$ cat config.mk
export PLATFORM = sky130hd
export DESIGN_NAME = clock_tree
export DESIGN_NICKNAME = d
export VERILOG_FILES = /design/src/hdl/clock_tree_pkg.sv /design/src/hdl/clock_tree.sv
export SDC_FILE = /design/constraint.sdc
export NUM_CORES = 1
export LEC_CHECK = 0
export ABC_AREA = 1
export BUFFER_PORTS_ARGS = -buffer_cell sky130_fd_sc_hd__buf_4
export CORE_MARGIN = 2
export CORE_UTILIZATION = 28
export DETAILED_ROUTE_END_ITERATION = 10
export SETUP_SLACK_MARGIN = 0.1
export SYNTH_ARGS = -nofsm -noshare
export SYNTH_HDL_FRONTEND = slang
export SYNTH_SLANG_ARGS = --single-unit
$ cat constraint.sdc
create_clock -name mclk -period 4.2 [get_ports mclk]
set_clock_uncertainty 0.2 [all_clocks]
set_input_delay 0.84 -clock mclk [delete_from_list [all_inputs] [get_ports mclk]]
set_output_delay 0.84 -clock mclk [all_outputs]
set_load 0.005 [all_outputs]
$ cat src/hdl/clock_tree_pkg.sv
package clock_tree_pkg;
  // Divider field width (ratio = setting + 1)
  localparam int          DIV_W        = 3;
  localparam logic [2:0]  DIV_RESET    = 3'h0;
  // Selector encoding for the system clock source
  localparam logic        SEL_FREE_RUN = 1'h0;
  localparam logic        SEL_PLL      = 1'h1;
  localparam logic        SEL_RESET    = 1'h0;
  // Peripheral-local divider width
  localparam int          PDIV_W       = 4;
  localparam logic [3:0]  PDIV_RESET   = 4'h0;
  // Number of peripheral consumers
  localparam int          NUM_PERIPH   = 4;
  // Wake source indices
  localparam int          WAKE_GPIO    = 0;
  localparam int          WAKE_RTC     = 1;
  localparam int          WAKE_WDT     = 2;
  localparam int          NUM_WAKE     = 3;
  typedef enum logic [1:0] {ST_RUN, ST_SLEEP_ENTER, ST_DEEP_SLEEP} power_state_t;
endpackage

$ cat src/hdl/clock_tree.sv
`timescale 1ns/1ps
// Overview of operation
// - Peripheral branch has 3-bit divider and software gate before deep sleep.
// - Each peripheral applies its own further division of peripheral branch enable.
// - Auxiliary branch has own 3-bit divider, gated off automatically in deep sleep.
// - Auxiliary branch goes only to the PWM timer output.
// - Bus branch has 3-bit divider and software gate before deep sleep.
// - Bus branch clocks the processor core and memory controller.
// - Peripheral divider is fed by the bus branch output.
// - Deep sleep stops core and peripherals; free-running logic stays active.
// - Wake unit wakes core on GPIO, RTC or watchdog events.
// - System clock selected between free-running clock and PLL output.
// - Auxiliary and bus branches each divide system clock independently.
module clock_tree
  import clock_tree_pkg::*;
#(
  parameter int DIV_WIDTH  = clock_tree_pkg::DIV_W,
  parameter int PDIV_WIDTH = clock_tree_pkg::PDIV_W,
  parameter int NPERIPH    = clock_tree_pkg::NUM_PERIPH
)(
  // Clock and reset
  input  wire logic                          mclk,
  input  wire logic                          rst,
  // Source ticks (one-cycle enables on mclk), PLL lock flag and source select
  input  wire logic                          free_running_clock,
  input  wire logic                          pll_output_clock,
  input  wire logic                          pll_locked_flag,
  input  wire logic                          sys_sel,
  // Branch configuration
  input  wire logic [DIV_WIDTH-1:0]          aux_div,
  input  wire logic [DIV_WIDTH-1:0]          bus_div,
  input  wire logic [DIV_WIDTH-1:0]          periph_div,
  input  wire logic                          bus_gate_en,
  input  wire logic                          periph_gate_en,
  input  wire logic [NPERIPH*PDIV_WIDTH-1:0] periph_local_div,
  // Power control
  input  wire logic                          deep_sleep_req,
  input  wire logic [clock_tree_pkg::NUM_WAKE-1:0] wake_events,
  // Branch enables
  output logic                               sys_tick,
  output logic                               pwm_aux_tick,
  output logic                               core_tick,
  output logic                               mem_tick,
  output logic                               periph_tick,
  output logic [NPERIPH-1:0]                 periph_local_tick,
  output logic                               free_run_tick,
  // Status
  output logic                               deep_sleep_active,
  output logic                               wake_pulse
);
  import clock_tree_pkg::*;

  ////////////////////////////////////////////////////////////////
  // Divider count helper: ratio is setting plus one
  function automatic logic div_hit(input logic [DIV_WIDTH-1:0] cnt, input logic [DIV_WIDTH-1:0] lim);
    div_hit = (cnt == lim);
  endfunction

  logic [DIV_WIDTH-1:0] aux_cnt_reg, bus_cnt_reg, per_cnt_reg;
  logic [DIV_WIDTH-1:0] aux_lim_reg, bus_lim_reg, per_lim_reg;
  logic                 bus_gate_reg, per_gate_reg;
  power_state_t         pstate_reg, pstate_next;

  ////////////////////////////////////////////////////////////////
  // Source selection
  // source mux select
  // Unlocked PLL falls back to free-running source to avoid a dead tree
  wire sel_pll   = (sys_sel == SEL_PLL) && pll_locked_flag;
  wire sys_en    = sel_pll ? pll_output_clock : free_running_clock;
  wire sleeping  = (pstate_reg == ST_DEEP_SLEEP);
  wire any_wake  = |wake_events;

  wire aux_hit   = sys_en && div_hit(aux_cnt_reg, aux_lim_reg);
  wire bus_hit   = sys_en && div_hit(bus_cnt_reg, bus_lim_reg);
  // peripheral divider fed by bus branch
  wire per_hit   = bus_hit && div_hit(per_cnt_reg, per_lim_reg);
  // aux gated automatically in deep sleep
  wire aux_on    = aux_hit && !sleeping;
  // bus gate, also off in deep sleep
  wire bus_on    = bus_hit && bus_gate_reg && !sleeping;
  wire per_on    = per_hit && per_gate_reg && bus_gate_reg && !sleeping;

  ////////////////////////////////////////////////////////////////
  // Divider counters
  // new ratio and gate only latched at end of a branch period
  always_ff @(posedge mclk or posedge rst)
  begin
    if (rst)
    begin
      aux_cnt_reg  <= DIV_RESET;
      aux_lim_reg  <= DIV_RESET;
      bus_cnt_reg  <= DIV_RESET;
      bus_lim_reg  <= DIV_RESET;
      bus_gate_reg <= 1'b1;
    end
    else if (sys_en)
    begin
      aux_cnt_reg <= aux_hit ? DIV_RESET : aux_cnt_reg + 1'b1;
      if (aux_hit)
        aux_lim_reg <= aux_div;
      bus_cnt_reg <= bus_hit ? DIV_RESET : bus_cnt_reg + 1'b1;
      if (bus_hit)
      begin
        bus_lim_reg  <= bus_div;
        bus_gate_reg <= bus_gate_en;
      end
    end
  end

  always_ff @(posedge mclk or posedge rst)
  begin
    if (rst)
    begin
      per_cnt_reg  <= DIV_RESET;
      per_lim_reg  <= DIV_RESET;
      per_gate_reg <= 1'b1;
    end
    else if (bus_hit)
    begin
      per_cnt_reg <= per_hit ? DIV_RESET : per_cnt_reg + 1'b1;
      if (per_hit)
      begin
        per_lim_reg  <= periph_div;
        per_gate_reg <= periph_gate_en;
      end
    end
  end

  ////////////////////////////////////////////////////////////////
  // Per-peripheral local dividers
  logic [PDIV_WIDTH-1:0] loc_cnt_reg [NPERIPH];
  logic [PDIV_WIDTH-1:0] loc_lim_reg [NPERIPH];
  logic [NPERIPH-1:0]    loc_hit;

  genvar gi;
  generate
    for (gi = 0; gi < NPERIPH; gi++)
    begin : g_loc
      wire [PDIV_WIDTH-1:0] lim = periph_local_div[gi*PDIV_WIDTH +: PDIV_WIDTH];
      // local ratio latched at its own period end, no short period
      assign loc_hit[gi] = per_on && (loc_cnt_reg[gi] == loc_lim_reg[gi]);
      always_ff @(posedge mclk or posedge rst)
      begin
        if (rst)
        begin
          loc_cnt_reg[gi] <= PDIV_RESET;
          loc_lim_reg[gi] <= PDIV_RESET;
        end
        else if (per_on)
        begin
          loc_cnt_reg[gi] <= loc_hit[gi] ? PDIV_RESET : loc_cnt_reg[gi] + 1'b1;
          if (loc_hit[gi])
            loc_lim_reg[gi] <= lim;
        end
      end
    end
  endgenerate

  ////////////////////////////////////////////////////////////////
  // Deep sleep control
  // enter deep sleep after request, exit on wake
  always_comb
  begin
    pstate_next = pstate_reg;
    case (pstate_reg)
      ST_RUN:         if (deep_sleep_req) pstate_next = ST_SLEEP_ENTER;
      ST_SLEEP_ENTER: pstate_next = any_wake ? ST_RUN : ST_DEEP_SLEEP;
      ST_DEEP_SLEEP:  if (any_wake) pstate_next = ST_RUN;
      default:        pstate_next = ST_RUN;
    endcase
  end

  always_ff @(posedge mclk or posedge rst)
  begin
    if (rst)
      pstate_reg <= ST_RUN;
    else
      pstate_reg <= pstate_next;
  end

  ////////////////////////////////////////////////////////////////
  // Registered outputs
  always_ff @(posedge mclk or posedge rst)
  begin
    if (rst)
    begin
      sys_tick          <= 1'b0;
      pwm_aux_tick      <= 1'b0;
      core_tick         <= 1'b0;
      mem_tick          <= 1'b0;
      periph_tick       <= 1'b0;
      periph_local_tick <= '0;
      free_run_tick     <= 1'b0;
      deep_sleep_active <= 1'b0;
      wake_pulse        <= 1'b0;
    end
    else
    begin
      sys_tick          <= sys_en && !sleeping;
      pwm_aux_tick      <= aux_on;
      // bus branch to core and memory
      core_tick         <= bus_on;
      mem_tick          <= bus_on;
      periph_tick       <= per_on;
      periph_local_tick <= loc_hit;
      // Free-running branch is never gated so watchdog and RTC keep counting
      free_run_tick     <= free_running_clock;
      deep_sleep_active <= (pstate_next == ST_DEEP_SLEEP);
      wake_pulse        <= sleeping && any_wake;
    end
  end
endmodule

# Word level (Yosys, flattened, before mapping)
# Index checks and enable logic that the tools add are counted.
[word_totals]
register_bits = 65
mem_bits_rw = 0
mem_bits_ro = 0
latchBits = 0
input_bits = 37
memories = 0
word_cells = 80
out_inout_bits = 12
[op_classes]
n_div = 0
n_mul = 0
shift = 0
addsub = 7
eq_ne = 10
n_reduce_logical = 26
n_bitwise = 0
order_cmp = 0
mux = 12
[ops]
columns = ["op", "count"]
rows = [
  ["adder 4 x 1 -> 4 bit, second input constant", 4],
  ["equality test 4 bit", 4],
  ["logical AND 1 bit", 16],
  ["two-way mux 4 bit", 4],
  ["AND reduction 2 bit", 7],
  ["adder 3 x 1 -> 3 bit, second input constant", 3],
  ["equality test 3 bit", 3],
  ["two-way mux 3 bit", 3],
  ["two-way mux 2 bit", 3],
  ["case mux 2 bit (3 select lines)", 1],
  ["equality test 2 bit, second input constant", 2],
  ["OR reduction 3 bit", 1],
  ["equality test 2 x 1 -> 1 bit, second input constant", 1],
  ["zero test 2 bit", 1],
  ["zero test 1 bit", 1],
  ["two-way mux 1 bit", 1],
]

# Logic depth before layout (Yosys ltp)
[logic_depth]
ltp_word = 9
depth_mapped = 10
depth_no_buf = 10

# Least setup slack after synthesis
# Ideal clock, no wire load.
[synth_path]
path_kind = "in2reg"
from = "in sys_sel"
to = "reg per_cnt_reg[0]"
required_ns = 3.880
setup_time_ns = 0.120
path_stages = 10
path_buffers = 2
arrival_ns = 1.788
slack_ns = 2.093
path_cell_list = "nand2_1 nand2_1 nand2_1 buf_2 nand3_1 inv_1 buf_2 o21ai_0 o21ai_0 inv_1"
[synth_via]
elab_chain_len = 5
[synth_lines]
columns = ["element", "line_no", "text"]
rows = [
  ["start: declaration", "clock_tree.sv:28", "input wire logic sys_sel,"],
  ["logical AND 1 bit (*)", "clock_tree.sv:68", "wire sel_pll = (sys_sel == SEL_PLL) && pll_locked_flag;"],
  ["two-way mux 1 bit (*)", "clock_tree.sv:69", "wire sys_en = sel_pll ? pll_output_clock : free_running_clock;"],
  ["logical AND 1 bit (*)", "clock_tree.sv:74", "wire bus_hit = sys_en && div_hit(bus_cnt_reg, bus_lim_reg);"],
  ["logical AND 1 bit", "clock_tree.sv:76", "wire per_hit = bus_hit && div_hit(per_cnt_reg, per_lim_reg);"],
  ["two-way mux 3 bit", "clock_tree.sv:120", "per_cnt_reg <= per_hit ? DIV_RESET : per_cnt_reg + 1'b1;"],
  ["end signal: assignment", "clock_tree.sv:120", ""],
  ["end: declaration", "clock_tree.sv:59", "logic [DIV_WIDTH-1:0] aux_cnt_reg, bus_cnt_reg, per_cnt_reg;"],
]
# Mark *: on every way between the ends. The rest lies on a longest branch, timed or not.
# A chain may end at the register's enable or synchronous reset.

# Worst setup path after layout
[layout_path]
from = "in sys_sel"
to = "reg loc_lim_reg[0] in the netlist's numbering"
[layout_via]
elab_chain_len = 9
[layout_lines]
columns = ["element", "line_no", "text"]
rows = [
  ["logical AND 1 bit", "clock_tree.sv:68", ""],
  ["two-way mux 1 bit", "clock_tree.sv:69", ""],
  ["logical AND 1 bit", "clock_tree.sv:74", ""],
  ["logical AND 1 bit", "clock_tree.sv:76", ""],
  ["logical AND 1 bit (3 in a row)", "clock_tree.sv:81", "wire per_on = per_hit && per_gate_reg && bus_gate_reg && !sleeping;"],
  ["logical AND 1 bit", "clock_tree.sv:141", "assign loc_hit[gi] = per_on && (loc_cnt_reg[gi] == loc_lim_reg[gi]);"],
  ["net loc_hit[3]", "clock_tree.sv:133", "logic [NPERIPH-1:0] loc_hit;"],
  ["AND reduction 2 bit (no source line)", "n/a", ""],
  ["end signal: indexed assignment", "clock_tree.sv:153", "loc_lim_reg[gi] <= lim;"],
  ["end: declaration", "clock_tree.sv:132", "logic [PDIV_WIDTH-1:0] loc_lim_reg [NPERIPH];"],
]
# The timed path passes the listed nets, and every way through them passes these cells.

==> impl_metrics.toml <==
[outcome]
status = "finished clean"

[cells_and_area]
layout-drive-gt1-share = 0.242
fin_cells = 536
antenna_cells = 0
areaGrowthSynthToFinish_pct = 22.9
layout.nets = 435

[worst_setup_path]
crit-reg2reg-capture = "loc_lim_reg[0]"
criticalPathCategory = "in2reg"
path_common_cell = "nand2_1"
cp_top_family = "simple AND/OR/NAND/NOR gates"
path_buf_inv = 2
r2r_slack_ns = 2.08
reg2reg_depth = 7
cp.arrival_ns = 2.44
crit_chain = "buf_4, nand2_1, nand2_1, nand2_1, nand4_4, nor2_8, nand2_4, inv_2, nand2_1, nand2_1"
start_kind = "input pin"
endpoint_kind = "flop"
critPathSlowestCell = "nor2_8"
reg2reg_from = "per_cnt_reg[0]"
cp_max_fo = 37
required_ns = 4.27
cp_slowest_stage_delay_ns = 0.52

[yosys]
ys_seq_area_frac = 0.531
synth_ff_type = "dfrtp_1"
synthCells = 337
synth_area_um2 = 3070
ys_types = 27
synth-edff-count = 0
syn_nets = 381
synth_top_cell_by_area = "dfrtp_1"
ys_ff_latch = 65
synth_warnings = 0
yosysTopAreaCellShare = 0.514
synth.most_common_cell = "nand2_1"
ys_async_sr_fraction = 1.00
synthTopCellsByCount = "nand2_1 (118), dfrtp_1 (63), inv_1 (23)"
yosys-top-cells-area = "dfrtp_1 (51%), nand2_1 (14%), xnor2_1 (3.1%)"
syn_avg_cell_area_um2 = 9.10

[pwr]
power.density_nw_per_um2 = 642
ir_worst_vdd_v = 0.000207
finalPower_mw = 2.42
p_leak_nw = 2.09

[floorplanning]
die_y_um = 109
initial_core_util = 0.285
core_area_um2 = 10700
die_area_um2 = 11800
dieWidth_um = 109
ios = 49
fp-row-count = 38

[detailed_routing]
wl_per_cell_um = 10.3
drtIter0Drc = 79
viasPerCell = 4.10
vias = 2199
totalWireLength_um = 5510
antenna_left = 0
drc = 0
dr.pass1.iters = 5

[cts]
numCtsBuffers = 9
cts_resized = 0
clock-root-buffer = "clkbuf_8"
clk_latency_ns = 0.33
clock_path_buffers = 2
postCtsSetupBuffers = 0
htreeDepth = 3
cts_tree = "built"
postCtsHoldBufs = 0
path_clk_slew_ns = 0.07
cts.sinks = 65

[timing]
maxSlewViolCount = 0
fin_tns_setup_ns = 0
setup_viol = 0
relSlewSlack = 0.588
grt_setup_unrepaired = "no"
fin_crit_ns = 2.36
hold_viol = 0
worstMarginPinSlew_ns = 0.619
period_share = 0.562
max_freq_mhz = 423

[global_routing]
grt_util_met3 = 0.0424
grt-ovfl-total = 0
grt_pass1_vias = 2222
busiest_layer = "met2"
grt_max_degree = 40
use_met2 = 0.161
grt_use_total = 0.108
antenna_found_initial = 0
grt_use_met1 = 0.143
grt_pass1_wl_um = 9940

[min_path]
min_to = "pstate_reg[0]"
min_from = "pstate_reg[1]"
hold_path_class = "reg2reg"
hold_path_depth = 1

[flow_run]
cap_violations = 0

[placement]
dp_hpwl_um = 3990
port_buffers = 48
gp_congestion = 0.756
dp.cells = 520
where the power goes:
part / internal [mW] / switching [mW] / leakage, nW / total, mW
logic: 0.349 / 0.483 / 1.12 / 0.832
clock network: 0.331 / 0.232 / 0.106 / 0.563
registers: 0.837 / 0.186 / 0.863 / 1.02
per-stage QoR:
stage	setup WS, ns	instance area (um2)	utilization	hold WS (ns)
after floorplan	1.54	3070	-	0.209
after global placement	1.49	3560	0.331	0.217
after detailed placement	1.46	3560	0.331	0.223
after CTS	1.83	3770	0.351	0.233
after global routing	1.65	3770	0.351	0.267
final	1.84	3770	0.351	0.229
worst max path at each step:
stage / from / to / slack, ns / cells after the start
3_5_place_dp: sys_sel / loc_lim_reg[0] / 1.46 / 10
6_report: sys_sel / loc_lim_reg[0] / 1.84 / 10
2_1_floorplan: rst / aux_cnt_reg[0] / 1.54 / 1
3_3_place_gp: sys_sel / loc_lim_reg[0] / 1.49 / 10
4_1_cts: sys_sel / loc_lim_reg[0] / 1.83 / 10
5_1_grt: sys_sel / loc_lim_reg[2] / 1.65 / 10
cells by family (layout without fill, tap and decap cells):
logic type               count (synthesis)  count (layout)  share of synthesized area
buffers and inverters                   38              97                     0.0559
flip-flops                              65              65                      0.531
AO/OA/AOI/OAI                           31              31                     0.0669
AND/OR/NAND/NOR                        173             173                      0.249
adder cells (fa/ha/maj)                  7               7                     0.0286
XOR/XNOR                                23              23                     0.0681
area by class of cell:
cell class / count / area (um2)
tap: 140 / 175
timing repair buffer: 49 / 368
inverter: 32 / 120
sequential: 65 / 1630
clock buffer: 10 / 128
multi-input combinational: 234 / 1270
clock inverter: 6 / 82.6
fill: 1144 / 6980
layout by cell type, fill, tap and decap left out, types with 5 or more instances in the layout:
cell,count
a21oi_1,9
buf_4,49
clkbuf_8,9
dfrtp_1,63
ha_1,7
inv_1,22
inv_2,10
nand2_1,118
nand3_1,15
nor2_1,21
nor3_1,5
o21ai_0,8
o21ai_2,8
xnor2_1,11
xor2_1,11
per-layer routing:
| layer | wire length [um] | vias up |
|---|---|---|
| met5 | 0 | - |
| met4 | 60 | 0 |
| met3 | 285 | 6 |
| met2 | 2430 | 43 |
| met1 | 2730 | 988 |
| li1 | - | 1162 |
Power figures use the tool's default switching activity.
